**config.mk**
```make
export PLATFORM = sky130hd
export DESIGN_NAME = rsc_reset_combiner
export DESIGN_NICKNAME = d
export VERILOG_FILES = /design/src/verilog/rsc_pkg.sv /design/src/verilog/rsc_sync.sv /design/src/verilog/rsc_reset_stretch.sv /design/src/verilog/rsc_reset_combiner.sv
export SDC_FILE = /design/constraint.sdc
export NUM_CORES = 1
export LEC_CHECK = 0
export ABC_AREA = 1
export BUFFER_PORTS_ARGS = -buffer_cell sky130_fd_sc_hd__buf_2
export CAP_MARGIN = 20
export CORE_MARGIN = 2
export CORE_UTILIZATION = 51
export CTS_BUF_LIST = sky130_fd_sc_hd__clkbuf_4
export CTS_CLUSTER_DIAMETER = 200
export CTS_CLUSTER_SIZE = 20
export DETAILED_ROUTE_END_ITERATION = 10
export PLACE_DENSITY = 0.82
export SLEW_MARGIN = 10
export SYNTH_ARGS = -nofsm -noshare
export SYNTH_HDL_FRONTEND = slang
export SYNTH_HIERARCHICAL = 1
export SYNTH_SLANG_ARGS = --single-unit
```
**constraint.sdc**
```tcl
create_clock -name clk -period 1.3 [get_ports clk]
set_input_delay 0.065 -clock clk [delete_from_list [all_inputs] [get_ports clk]]
set_output_delay 0.065 -clock clk [all_outputs]
set_load 0.02 [all_outputs]
```
**src/verilog/rsc_pkg.sv**
```systemverilog
// Purpose: shared constants and state type for the reset source combiner
// Assumes: 16-bit register data, one clock at 50 MHz
// Notes:   bit positions of the reset cause/status register live here
package rsc_pkg;

   // register port
   localparam int          ADDR_W          = 4;
   localparam int          DATA_W          = 16;
   localparam logic [3:0]  OFS_STATUS      = 4'h0;
   localparam logic [3:0]  OFS_LIVE        = 4'h1;

   // reset cause/status register fields
   localparam int          B_TRAP          = 15;
   localparam int          B_ILLEGAL       = 14;
   localparam int          B_FLASH_REG     = 11;
   localparam int          B_CFG_MISMATCH  = 9;
   localparam int          B_MAIN_REG      = 8;
   localparam int          B_EXT_PIN       = 7;
   localparam int          B_SW_RESET      = 6;
   localparam int          B_SOFT_WDT_EN   = 5;
   localparam int          B_WDT_TIMEOUT   = 4;
   localparam int          B_SLEEP         = 3;
   localparam int          B_IDLE          = 2;
   localparam int          B_BROWN_OUT     = 1;
   localparam int          B_POWER_ON      = 0;
   localparam logic [15:0] STATUS_MASK     = 16'hCBFF;
   localparam logic [15:0] STATUS_POR_VAL  = 16'h0003;

   // live status register fields
   localparam int          L_SYS_RESET     = 0;
   localparam int          L_BROWN_OUT     = 1;
   localparam int          L_EXT_PIN       = 2;
   localparam int          L_WDT_EN        = 3;

   // configuration
   localparam int          CLKSEL_W        = 3;
   localparam logic [1:0]  WDT_CFG_ALWAYS  = 2'h3;

   // reset sources fed to the stretcher
   localparam int          NUM_SRC         = 10;

   // timing
   localparam int          CLK_PERIOD_NS   = 20;
   localparam int          RST_HOLD_NS     = 100;
   localparam int          RST_HOLD_CYC    =
      (RST_HOLD_NS + CLK_PERIOD_NS - 1) / CLK_PERIOD_NS;
   localparam int          HOLD_CNT_W      = 4;

   typedef struct packed {
      logic [DATA_W-1:0]   status;
      logic [DATA_W-1:0]   rdata;
      logic [CLKSEL_W-1:0] clksel;
   } rsc_core_s;

endpackage : rsc_pkg

```
**src/verilog/rsc_sync.sv**
```systemverilog
// Purpose: two-stage synchroniser for asynchronous level inputs
// Assumes: inputs are slow levels, not pulses
// Notes:   stage one is read only by stage two
`timescale 1ns/1ps
module rsc_sync #(
   parameter int               WIDTH     = 1,
   parameter logic [WIDTH-1:0] RESET_VAL = '0
) (
   input  wire logic             clk,
   input  wire logic             rst_n,
   input  wire logic [WIDTH-1:0] async_in,
   output logic      [WIDTH-1:0] sync_out
);

   typedef struct packed {
      logic [WIDTH-1:0] stage1;
      logic [WIDTH-1:0] stage2;
   } rsc_sync_s;

   rsc_sync_s st_r;
   rsc_sync_s st_nxt;

   always_comb begin
      st_nxt        = st_r;
      st_nxt.stage1 = async_in;
      st_nxt.stage2 = st_r.stage1;
   end

   always_ff @(posedge clk) begin
      if (!rst_n) begin
         st_r <= '{stage1: RESET_VAL, stage2: RESET_VAL};
      end else begin
         st_r <= st_nxt;
      end
   end

   assign sync_out = st_r.stage2;

endmodule : rsc_sync

```
**src/verilog/rsc_reset_stretch.sv**
```systemverilog
// Purpose: ORs reset sources and holds the system reset a while after
// Assumes: all source inputs are on clk
// Notes:   release is a registered edge on clk
`timescale 1ns/1ps
module rsc_reset_stretch #(
   parameter int NUM_SRC  = rsc_pkg::NUM_SRC,
   parameter int HOLD_CYC = rsc_pkg::RST_HOLD_CYC,
   parameter int CNT_W    = rsc_pkg::HOLD_CNT_W
) (
   input  wire logic               clk,
   input  wire logic               rst_n,
   input  wire logic [NUM_SRC-1:0] src_active,
   output logic                    sys_reset
);

   localparam logic [CNT_W-1:0] HOLD_VAL = CNT_W'(HOLD_CYC);

   typedef struct packed {
      logic             active;
      logic [CNT_W-1:0] cnt;
   } rsc_stretch_s;

   rsc_stretch_s st_r;
   rsc_stretch_s st_nxt;

   always_comb begin
      st_nxt = st_r;
      if (|src_active) begin
         // any source asserts and re-arms the hold
         st_nxt.active = 1'b1;
         st_nxt.cnt    = HOLD_VAL;
      end else if (st_r.cnt != '0) begin
         st_nxt.cnt    = st_r.cnt - CNT_W'(1);
      end else begin
         st_nxt.active = 1'b0;
      end
   end

   always_ff @(posedge clk) begin
      if (!rst_n) begin
         st_r <= '{active: 1'b1, cnt: HOLD_VAL};
      end else begin
         st_r <= st_nxt;
      end
   end

   assign sys_reset = st_r.active;

endmodule : rsc_reset_stretch

```
**src/verilog/rsc_reset_combiner.sv**
```systemverilog
// Purpose: reset source combiner with reset cause/status register
// Assumes: rst_n is the power-on reset; cpu events are clk pulses
// Notes:   configuration inputs are static fuse values
//
// The implementer's own choices: the placing of the registers and the strobed register port.
`timescale 1ns/1ps

module rsc_reset_combiner #(
   parameter int HOLD_CYC = rsc_pkg::RST_HOLD_CYC
) (
   input  wire logic                         clk,
   input  wire logic                         rst_n,
   // reset sources
   input  wire logic                         brown_out_reset,
   input  wire logic                         external_clear_pin_n,
   input  wire logic                         sw_reset_req,
   input  wire logic                         watchdog_timeout,
   input  wire logic                         config_mismatch,
   input  wire logic                         trap_conflict,
   input  wire logic                         illegal_opcode,
   input  wire logic                         uninit_wreg_ptr,
   input  wire logic                         security_violation,
   input  wire logic                         illegal_addr_mode,
   // power-saving events
   input  wire logic                         sleep_entered,
   input  wire logic                         idle_entered,
   // configuration word fields
   input  wire logic [rsc_pkg::CLKSEL_W-1:0] initial_clock_source_cfg,
   input  wire logic [1:0]                   watchdog_enable_cfg,
   // register port
   input  wire logic [rsc_pkg::ADDR_W-1:0]   reg_addr,
   input  wire logic [rsc_pkg::DATA_W-1:0]   reg_wdata,
   input  wire logic                         reg_wr,
   input  wire logic                         reg_rd,
   output logic      [rsc_pkg::DATA_W-1:0]   reg_rdata,
   // outputs
   output logic                              master_system_reset,
   output logic      [rsc_pkg::CLKSEL_W-1:0] clock_source_sel,
   output logic                              watchdog_enable,
   output logic                              flash_regulator_sleep_active,
   output logic                              main_regulator_sleep_active
);

   rsc_pkg::rsc_core_s             st_r;
   rsc_pkg::rsc_core_s             st_nxt;

   logic [1:0]                     pins_s;
   logic                           brown_out_s;
   logic                           ext_pin_active;
   logic                           illegal_any;
   logic [rsc_pkg::NUM_SRC-1:0]    src_vec;
   logic                           sys_reset;
   logic                           wdt_en;
   logic                           status_wr;
   logic [rsc_pkg::DATA_W-1:0]     set_vec;
   logic [rsc_pkg::DATA_W-1:0]     live_vec;
   logic [rsc_pkg::DATA_W-1:0]     base_vec;

   // pin inputs cross into clk; clear pin idles high
   rsc_sync #(
      .WIDTH     (2),
      .RESET_VAL (2'h2)
   ) u_pin_sync (
      .clk      (clk),
      .rst_n    (rst_n),
      .async_in ({external_clear_pin_n, brown_out_reset}),
      .sync_out (pins_s)
   );

   assign brown_out_s    = pins_s[0];
   assign ext_pin_active = ~pins_s[1];

   // four illegal conditions share one flag
   assign illegal_any = illegal_opcode | uninit_wreg_ptr |
                        security_violation | illegal_addr_mode;

   // every source that forces the master reset
   assign src_vec = {brown_out_s,
                     ext_pin_active,
                     sw_reset_req,
                     watchdog_timeout,
                     config_mismatch,
                     trap_conflict,
                     illegal_opcode,
                     uninit_wreg_ptr,
                     security_violation,
                     illegal_addr_mode};

   // power-on reset enters through rst_n
   rsc_reset_stretch #(
      .NUM_SRC  (rsc_pkg::NUM_SRC),
      .HOLD_CYC (HOLD_CYC),
      .CNT_W    (rsc_pkg::HOLD_CNT_W)
   ) u_stretch (
      .clk        (clk),
      .rst_n      (rst_n),
      .src_active (src_vec),
      .sys_reset  (sys_reset)
   );

   // config value 11 overrides the soft enable
   assign wdt_en = st_r.status[rsc_pkg::B_SOFT_WDT_EN] |
                   (watchdog_enable_cfg == rsc_pkg::WDT_CFG_ALWAYS);

   assign status_wr = reg_wr && (reg_addr == rsc_pkg::OFS_STATUS);

   // hardware set terms, one per cause
   always_comb begin
      set_vec                             = '0;
      set_vec[rsc_pkg::B_TRAP]            = trap_conflict;
      set_vec[rsc_pkg::B_ILLEGAL]         = illegal_any;
      set_vec[rsc_pkg::B_CFG_MISMATCH]    = config_mismatch;
      set_vec[rsc_pkg::B_EXT_PIN]         = ext_pin_active;
      set_vec[rsc_pkg::B_SW_RESET]        = sw_reset_req;
      set_vec[rsc_pkg::B_WDT_TIMEOUT]     = watchdog_timeout;
      set_vec[rsc_pkg::B_SLEEP]           = sleep_entered;
      set_vec[rsc_pkg::B_IDLE]            = idle_entered;
      set_vec[rsc_pkg::B_BROWN_OUT]       = brown_out_s;
   end

   // live view of the block, read only
   always_comb begin
      live_vec                         = '0;
      live_vec[rsc_pkg::L_SYS_RESET]   = sys_reset;
      live_vec[rsc_pkg::L_BROWN_OUT]   = brown_out_s;
      live_vec[rsc_pkg::L_EXT_PIN]     = ext_pin_active;
      live_vec[rsc_pkg::L_WDT_EN]      = wdt_en;
   end

   always_comb begin
      st_nxt   = st_r;
      base_vec = st_r.status;

      // software writes any flag; no write path reaches the reset
      if (status_wr) begin
         base_vec = reg_wdata;
      end

      // a cause arriving with a clear still sets its flag
      st_nxt.status = (base_vec | set_vec) & rsc_pkg::STATUS_MASK;

      // read data stands for one cycle only
      st_nxt.rdata = '0;
      if (reg_rd) begin
         case (reg_addr)
            rsc_pkg::OFS_STATUS: begin
               st_nxt.rdata = st_r.status & rsc_pkg::STATUS_MASK;
            end
            rsc_pkg::OFS_LIVE: begin
               st_nxt.rdata = live_vec;
            end
            default: begin
               st_nxt.rdata = '0;
            end
         endcase
      end

      // clock source reloaded during any reset
      if (sys_reset) begin
         st_nxt.clksel = initial_clock_source_cfg;
      end
   end

   always_ff @(posedge clk) begin
      if (!rst_n) begin
         // power-on value: only power-on and brown-out set
         st_r.status <= rsc_pkg::STATUS_POR_VAL;
         st_r.rdata  <= '0;
         st_r.clksel <= initial_clock_source_cfg;
      end else begin
         st_r <= st_nxt;
      end
   end

   assign reg_rdata                    = st_r.rdata;
   assign master_system_reset          = sys_reset;
   assign clock_source_sel             = st_r.clksel;
   assign watchdog_enable              = wdt_en;
   assign flash_regulator_sleep_active = st_r.status[rsc_pkg::B_FLASH_REG];
   assign main_regulator_sleep_active  = st_r.status[rsc_pkg::B_MAIN_REG];

endmodule : rsc_reset_combiner

```
==> results.ini, run 1 <==
[placement]
pre_cts_ws_ns=0.161
dpl.hpwl_um=2480
gp_congestion=0.774
placed_area_mm2=0.00193
portBuffers=57

[finish]
n_antenna_cell=0
nets=321
area_growth_pct=23.0
fillers=303
drive_above_1_share=0.276
final_util=0.645
final_cell_area_mm2=0.00213

[yosys]
yosysUniqueCellTypes=24
yosys-top-cells-count=44 x nand2_1, 42 x inv_1, 35 x dfxtp_1
seq_area_frac_synth=0.456
syn_inst=221
async_flop_share=0
yosys_most_used_dff=dfxtp_1
ys_ff_latch=38
synth_most_common_cell=nand2_1
synth_top_area_frac=0.404
syn_area_mm2=0.00174
yosys.area.top_type=dfxtp_1
ys_warn_count=6
synthTopCellsByArea=dfxtp_1 40%, nand2_1 9.5%, buf_4 9.1%
avgSynthCellArea_um2=7.85
synth_edf_count=3

[grt]
grt_pass1_vias=1440
grt_pass1_wl_um=5950
antenna_found_initial=0
grt_start_max_net_pins=18
grt_overflow_total=0
grt_use_total=0.194

[power_and_ir_drop]
seqPwrFrac=0.540
switching_power_w=0.000540
vdd_drop_max_mv=0.519
power_density_mw_per_mm2=1060
comb_power_share=0.115
swShare=0.238
intPower_w=0.00173
leakagePower_nw=1.14
pwr-share-clk=0.345

[drt]
viasPerCell=4.60
drc=0
firstDrtPassIters=4
drt_iter0_markers=50
wirelength_um=3480
vias=1495
ant_nets=0
avgRoutedWirePerCell_um=10.7

[critical_path]
crit_required_ns=1.55
cp_slowest_stage_delay_ns=0.34
endpoint_kind=flip-flop
cp_data_arrival_time_ns=1.40
path_cells=inv_1 > ha_1 > or2_2 > nand3_1 > nand2_1
worstSetupStartpointType=flip-flop
r2r-start=u_stretch/st_r[0]
critPathSlowestCell=dfxtp_1
crit_type=reg -> reg
cp_max_fo=5
startpoint=u_stretch/st_r[0]

[worst_hold_path]
hp-class=in -> reg
hold_path_startpoint=sleep_entered

[timing]
period_needed_ns=1.15
finalSetupViolations=0
hold_violations=0
clock_skew_ns=0.00601
fin_crit_sh=0.888
max_freq_ghz=0.866
setup_tns_ns=0
hold_slack_ns=0.00688
layout_setup_ws_ns=0.145
rsz0062_at_grt=no
maxSlewViolCount=0

[clock_network]
post_cts_resized=0
cts_tree=built
cts-root-buf=clkbuf_4
clock-sinks=38
clkTransAtPathRegs_ns=0.11
h-tree-depth=2
cts_buffer_depth=2
cts_buffers=5
clk_latency_ns=0.35

[floorplan]
die_w_um=62.3
rows=21
fp.coreArea_mm2=0.00331
die_h_um=62.3
ios=64
dieArea_mm2=0.00389
initial_core_util=0.524

[job]
maxCapViolCount=0

[run_status]
status=finished clean

## repair_timing
action,4_1_cts,5_1_grt
endpoints found under the hold margin,12,0
hold buffers,13,0
buffers inserted,0,0
endpoints found under the setup margin,0,0
## final cells by class
cell class | instances | area [um2] | area share
inverters | 42 | 158 | 0.0739
flip-flops and latches | 38 | 791 | 0.370
clock inverters | 3 | 40.0 | 0.0188
multi-input cells | 118 | 613 | 0.287
clock buffers | 5 | 37.5 | 0.0176
repair buffers | 73 | 438 | 0.205
well taps | 46 | 57.6 | 0.0270
## placed cells by master, fill, tap and decap left out
cell / synthesis / layout
inv_1: 42 / 42
bufinv_16: 0 / 1
nand3_4: 1 / 1
or2_2: 2 / 2
dfxtp_1: 35 / 35
nor3_1: 3 / 3
conb_1: 1 / 3
nor3b_1: 6 / 6
dlygate4sd3_1: 0 / 13
buf_4: 21 / 3
a21oi_1: 9 / 9
nand2_4: 1 / 1
nor2_2: 2 / 2
nor2_1: 8 / 8
nor2_8: 1 / 1
nand2_1: 44 / 44
nand3_1: 19 / 19
clkinv_2: 0 / 2
clkbuf_4: 0 / 5
o21ai_1: 3 / 3
buf_2: 1 / 57
nor2_4: 1 / 1
nand4_1: 12 / 12
nand2_2: 1 / 1
ha_1: 2 / 2
edfxtp_1: 3 / 3
## sequential cells by signal, indices dropped and copies added (netlist names)
register	flops
u_stretch/sys_reset	1
u_stretch/st_r	4
u_pin_sync/sync_out	2
reg_rdata	13
main_regulator_sleep_active	1
clock_source_sel	3
flash_regulator_sleep_active	1
u_pin_sync/st_nxt	2
st_r	11
## power groups by stage
stage	combinational [W]	sequential, W	clock, W
floorplan	0.000145	0.00125	0
global placement	0.000223	0.00125	0
detailed placement	0.000229	0.00125	0
CTS	0.000259	0.00123	0.000797
global route	0.000291	0.00123	0.000856
finish	0.000261	0.00123	0.000783
## per-layer routing
layer,up-vias,global-route usage,wire (um)
met5,-,0,0
met4,0,0.103,87
met3,8,0.0543,164
met2,39,0.337,1780
met1,668,0.216,1450
li1,780,-,-
## final timing paths
kind                                          endpoint  slack, ns  cells past startpoint
worst max-delay path                 u_stretch/st_r[2]       0.15                      5
worst min-delay path                          st_r[22]      0.007                      5
worst max register to register       u_stretch/st_r[2]       0.15                      5
worst min register to register  u_pin_sync/sync_out[0]       0.42                      2
## worst max-delay path: cells and delay by family, from the launching register on
family	cells	cell delay [ns]
AND/OR/NAND/NOR	3	0.40
flip-flops	1	0.34
adder cells (fa/ha/maj)	1	0.22
buffers and inverters	1	0.09
## kinds of logic (layout without fill, tap and decap cells)
logic type               count (synthesis)  after routing  synth area share
AND/OR/NAND/NOR                        101            101             0.298
buffers and inverters                   67            123             0.195
flip-flops                              38             38             0.456
AO/OA/AOI/OAI                           12             12            0.0346
adder cells (fa/ha/maj)                  2              2            0.0144
other                                    1              3           0.00216
## metrics by stage
stage	power, W	cells
global route	0.00238	325
finish	0.00227	325
detailed placement	0.00148	304
global placement	0.00147	304
CTS	0.00228	325
floorplan	0.00140	223
Note: power is estimated with default switching activity, not from simulation.
==> run 2, diff against run 1 <==
CAP_MARGIN = 25   (was 20)
CORE_UTILIZATION = 48   (was 51)
CTS_BUF_LIST = not set   (was sky130_fd_sc_hd__clkbuf_4)
PLACE_DENSITY = 0.78   (was 0.82)
==> run 2 against run 1 <==
  * Wire length shrank 5.4%
  * Critical path type unchanged
  * Die area rose by 5.8%
  * Largest cell class unchanged
  * First-iteration DRC count increased by 12%
  * Worst hold slack better by 0.0040 ns
  * Highest routed layer unchanged
  * Combinational power is 2% lower
  * Non-clock buffer count shrank 1
  * Critical path depth is the same
  * Sequential cell count unchanged
  * Setup slack worse by 0.0091 ns
  * Register-to-register slack is essentially flat
  * Maximum frequency decreased by 0.78%
==> results.ini, run 2 (synthesized netlist as in run 1, its figures left out) <==
[drt]
avgRoutedWirePerCell_um=10.2  ; -5.1%
drt_iter0_markers=56  ; +12%
firstDrtPassIters=4  ; unchanged
wirelength_um=3290  ; -5.4%
drc=0  ; unchanged
vias=1473  ; -1.5%
ant_nets=0  ; unchanged
viasPerCell=4.55  ; -1.2%

[power_and_ir_drop]
power_density_mw_per_mm2=975  ; -8.2%
leakagePower_nw=1.12  ; -2.0%
vdd_drop_max_mv=0.511  ; -1.5%

[clock_network]
cts_buffer_depth=2  ; unchanged
clk_latency_ns=0.33  ; -0.02 ns
h-tree-depth=2  ; unchanged
post_cts_resized=0  ; unchanged
clock-sinks=38  ; unchanged
clkTransAtPathRegs_ns=0.10  ; about the same
cts-root-buf=clkbuf_4
cts_buffers=5  ; unchanged
cts_tree=built

[finish]
final_cell_area_mm2=0.00209  ; -1.9%
n_antenna_cell=0  ; unchanged
final_common_cell=buf_2
drive_above_1_share=0.270  ; -0.00620
nets=320  ; -0.31%
fillers=328  ; +8.3%
largest_reg_flops=13  ; unchanged
area_growth_pct=20.6
final_cells=324  ; -0.31%
layout_common_cells=57 x buf_2, 44 x nand2_1, 42 x inv_1

[grt]
grt_start_max_net_pins=18  ; unchanged
grt_overflow_total=0  ; unchanged
antenna_found_initial=0  ; unchanged
grt_pass1_vias=1272  ; -12%
grt_pass1_wl_um=5470  ; -8.1%
grt_use_total=0.172  ; -0.0224

[floorplan]
dieArea_mm2=0.00411  ; +5.8%
ios=64  ; unchanged
rows=21  ; unchanged
die_h_um=64.1  ; +2.9%
initial_core_util=0.508  ; -0.0161
fp.coreArea_mm2=0.00342  ; +3.2%
die_w_um=64.1  ; +2.9%

[critical_path]
cp_max_fo=5  ; unchanged
worstSetupStartpointType=flip-flop
crit_type=reg -> reg
reg2reg_depth=5  ; unchanged
endpoint_kind=flip-flop
cp_data_arrival_time_ns=1.40  ; about the same
crit_required_ns=1.53  ; -0.02 ns

[placement]
gp_congestion=0.748  ; -3.3%
portBuffers=57  ; unchanged
placed_area_mm2=0.00193  ; +0.39%
dpl.hpwl_um=2410  ; -2.6%
dp.cells=305  ; +0.33%
pre_cts_ws_ns=0.162  ; +0.000827 ns

[worst_hold_path]
whs_path_depth=5  ; unchanged
hp-class=in -> reg

[timing]
hold_violations=0  ; unchanged
layout_setup_ws_ns=0.136  ; -0.00913 ns
max_freq_ghz=0.859  ; -0.78%
rsz0062_at_grt=no
fin_crit_sh=0.895  ; +0.00702
period_needed_ns=1.16  ; +0.00913 ns
setup_tns_ns=0  ; unchanged
finalSetupViolations=0  ; unchanged
clock_skew_ns=0.00564  ; -0.000367 ns
maxSlewViolCount=0  ; unchanged

[job]
maxCapViolCount=0  ; unchanged

[run_status]
status=finished clean

run 2: layer usage:
| layer | global-route usage | wire length [um] | vias up | share of wire |
|---|---|---|---|---|
| li1 | - | - | 783 | - |
| met1 | 0.209 | 1450 | 642 | 0.44 |
| met2 | 0.286 | 1590 | 42 | 0.48 |
| met3 | 0.0511 | 204 | 6 | 0.062 |
| met4 | 0.0638 | 58 | 0 | 0.018 |
| met5 | 0 | 0 | - | 0 |
run 2: power by group:
part | internal, W | switching (W)
clock | 0.000216 | 0.000346
sequential | 0.00121 | 0.0000128
combinational | 0.000116 | 0.000140
run 2: what timing repair did:
action                                  4_1_cts  5_1_grt
hold buffers                                 11        0
endpoints found under the setup margin        0        0
setup buffers                                 0        0
endpoints found under the hold margin        10        0
run 2: metrics by stage:
step                       util  total power [W]  hold WS [ns]
after floorplan               -          0.00140         0.134
after global placement    0.566          0.00148         0.243
after detailed placement  0.566          0.00148         0.241
after CTS                 0.613          0.00207       0.00107
after global routing      0.613          0.00214       0.00753
final                     0.613          0.00204        0.0109
run 2: critical path, stage by stage (launching register included):
cell and delay [ns]:
dfxtp_1 0.35, inv_1 0.09, ha_1 0.22, or2_2 0.27, nand3_1 0.08, nand2_1 0.05
run 2: path summary, 6_finish.rpt:
check / start / end / slack, ns
worst min-delay path: sleep_entered / st_r[22] / 0.01
worst min register to register: u_pin_sync/st_nxt[1] / u_pin_sync/sync_out[1] / 0.41
worst max-delay path: u_stretch/st_r[0] / u_stretch/st_r[2] / 0.14
worst max register to register: u_stretch/st_r[0] / u_stretch/st_r[2] / 0.14
run 2: cell type report:
| type | count | area (um2) | share of cell area |
|---|---|---|---|
| repair buffers | 72 | 425 | 0.203 |
| inverters | 42 | 158 | 0.0753 |
| multi-input cells | 118 | 613 | 0.293 |
| clock buffers | 8 | 48.8 | 0.0233 |
| flip-flops and latches | 38 | 791 | 0.378 |
| well taps | 46 | 57.6 | 0.0275 |
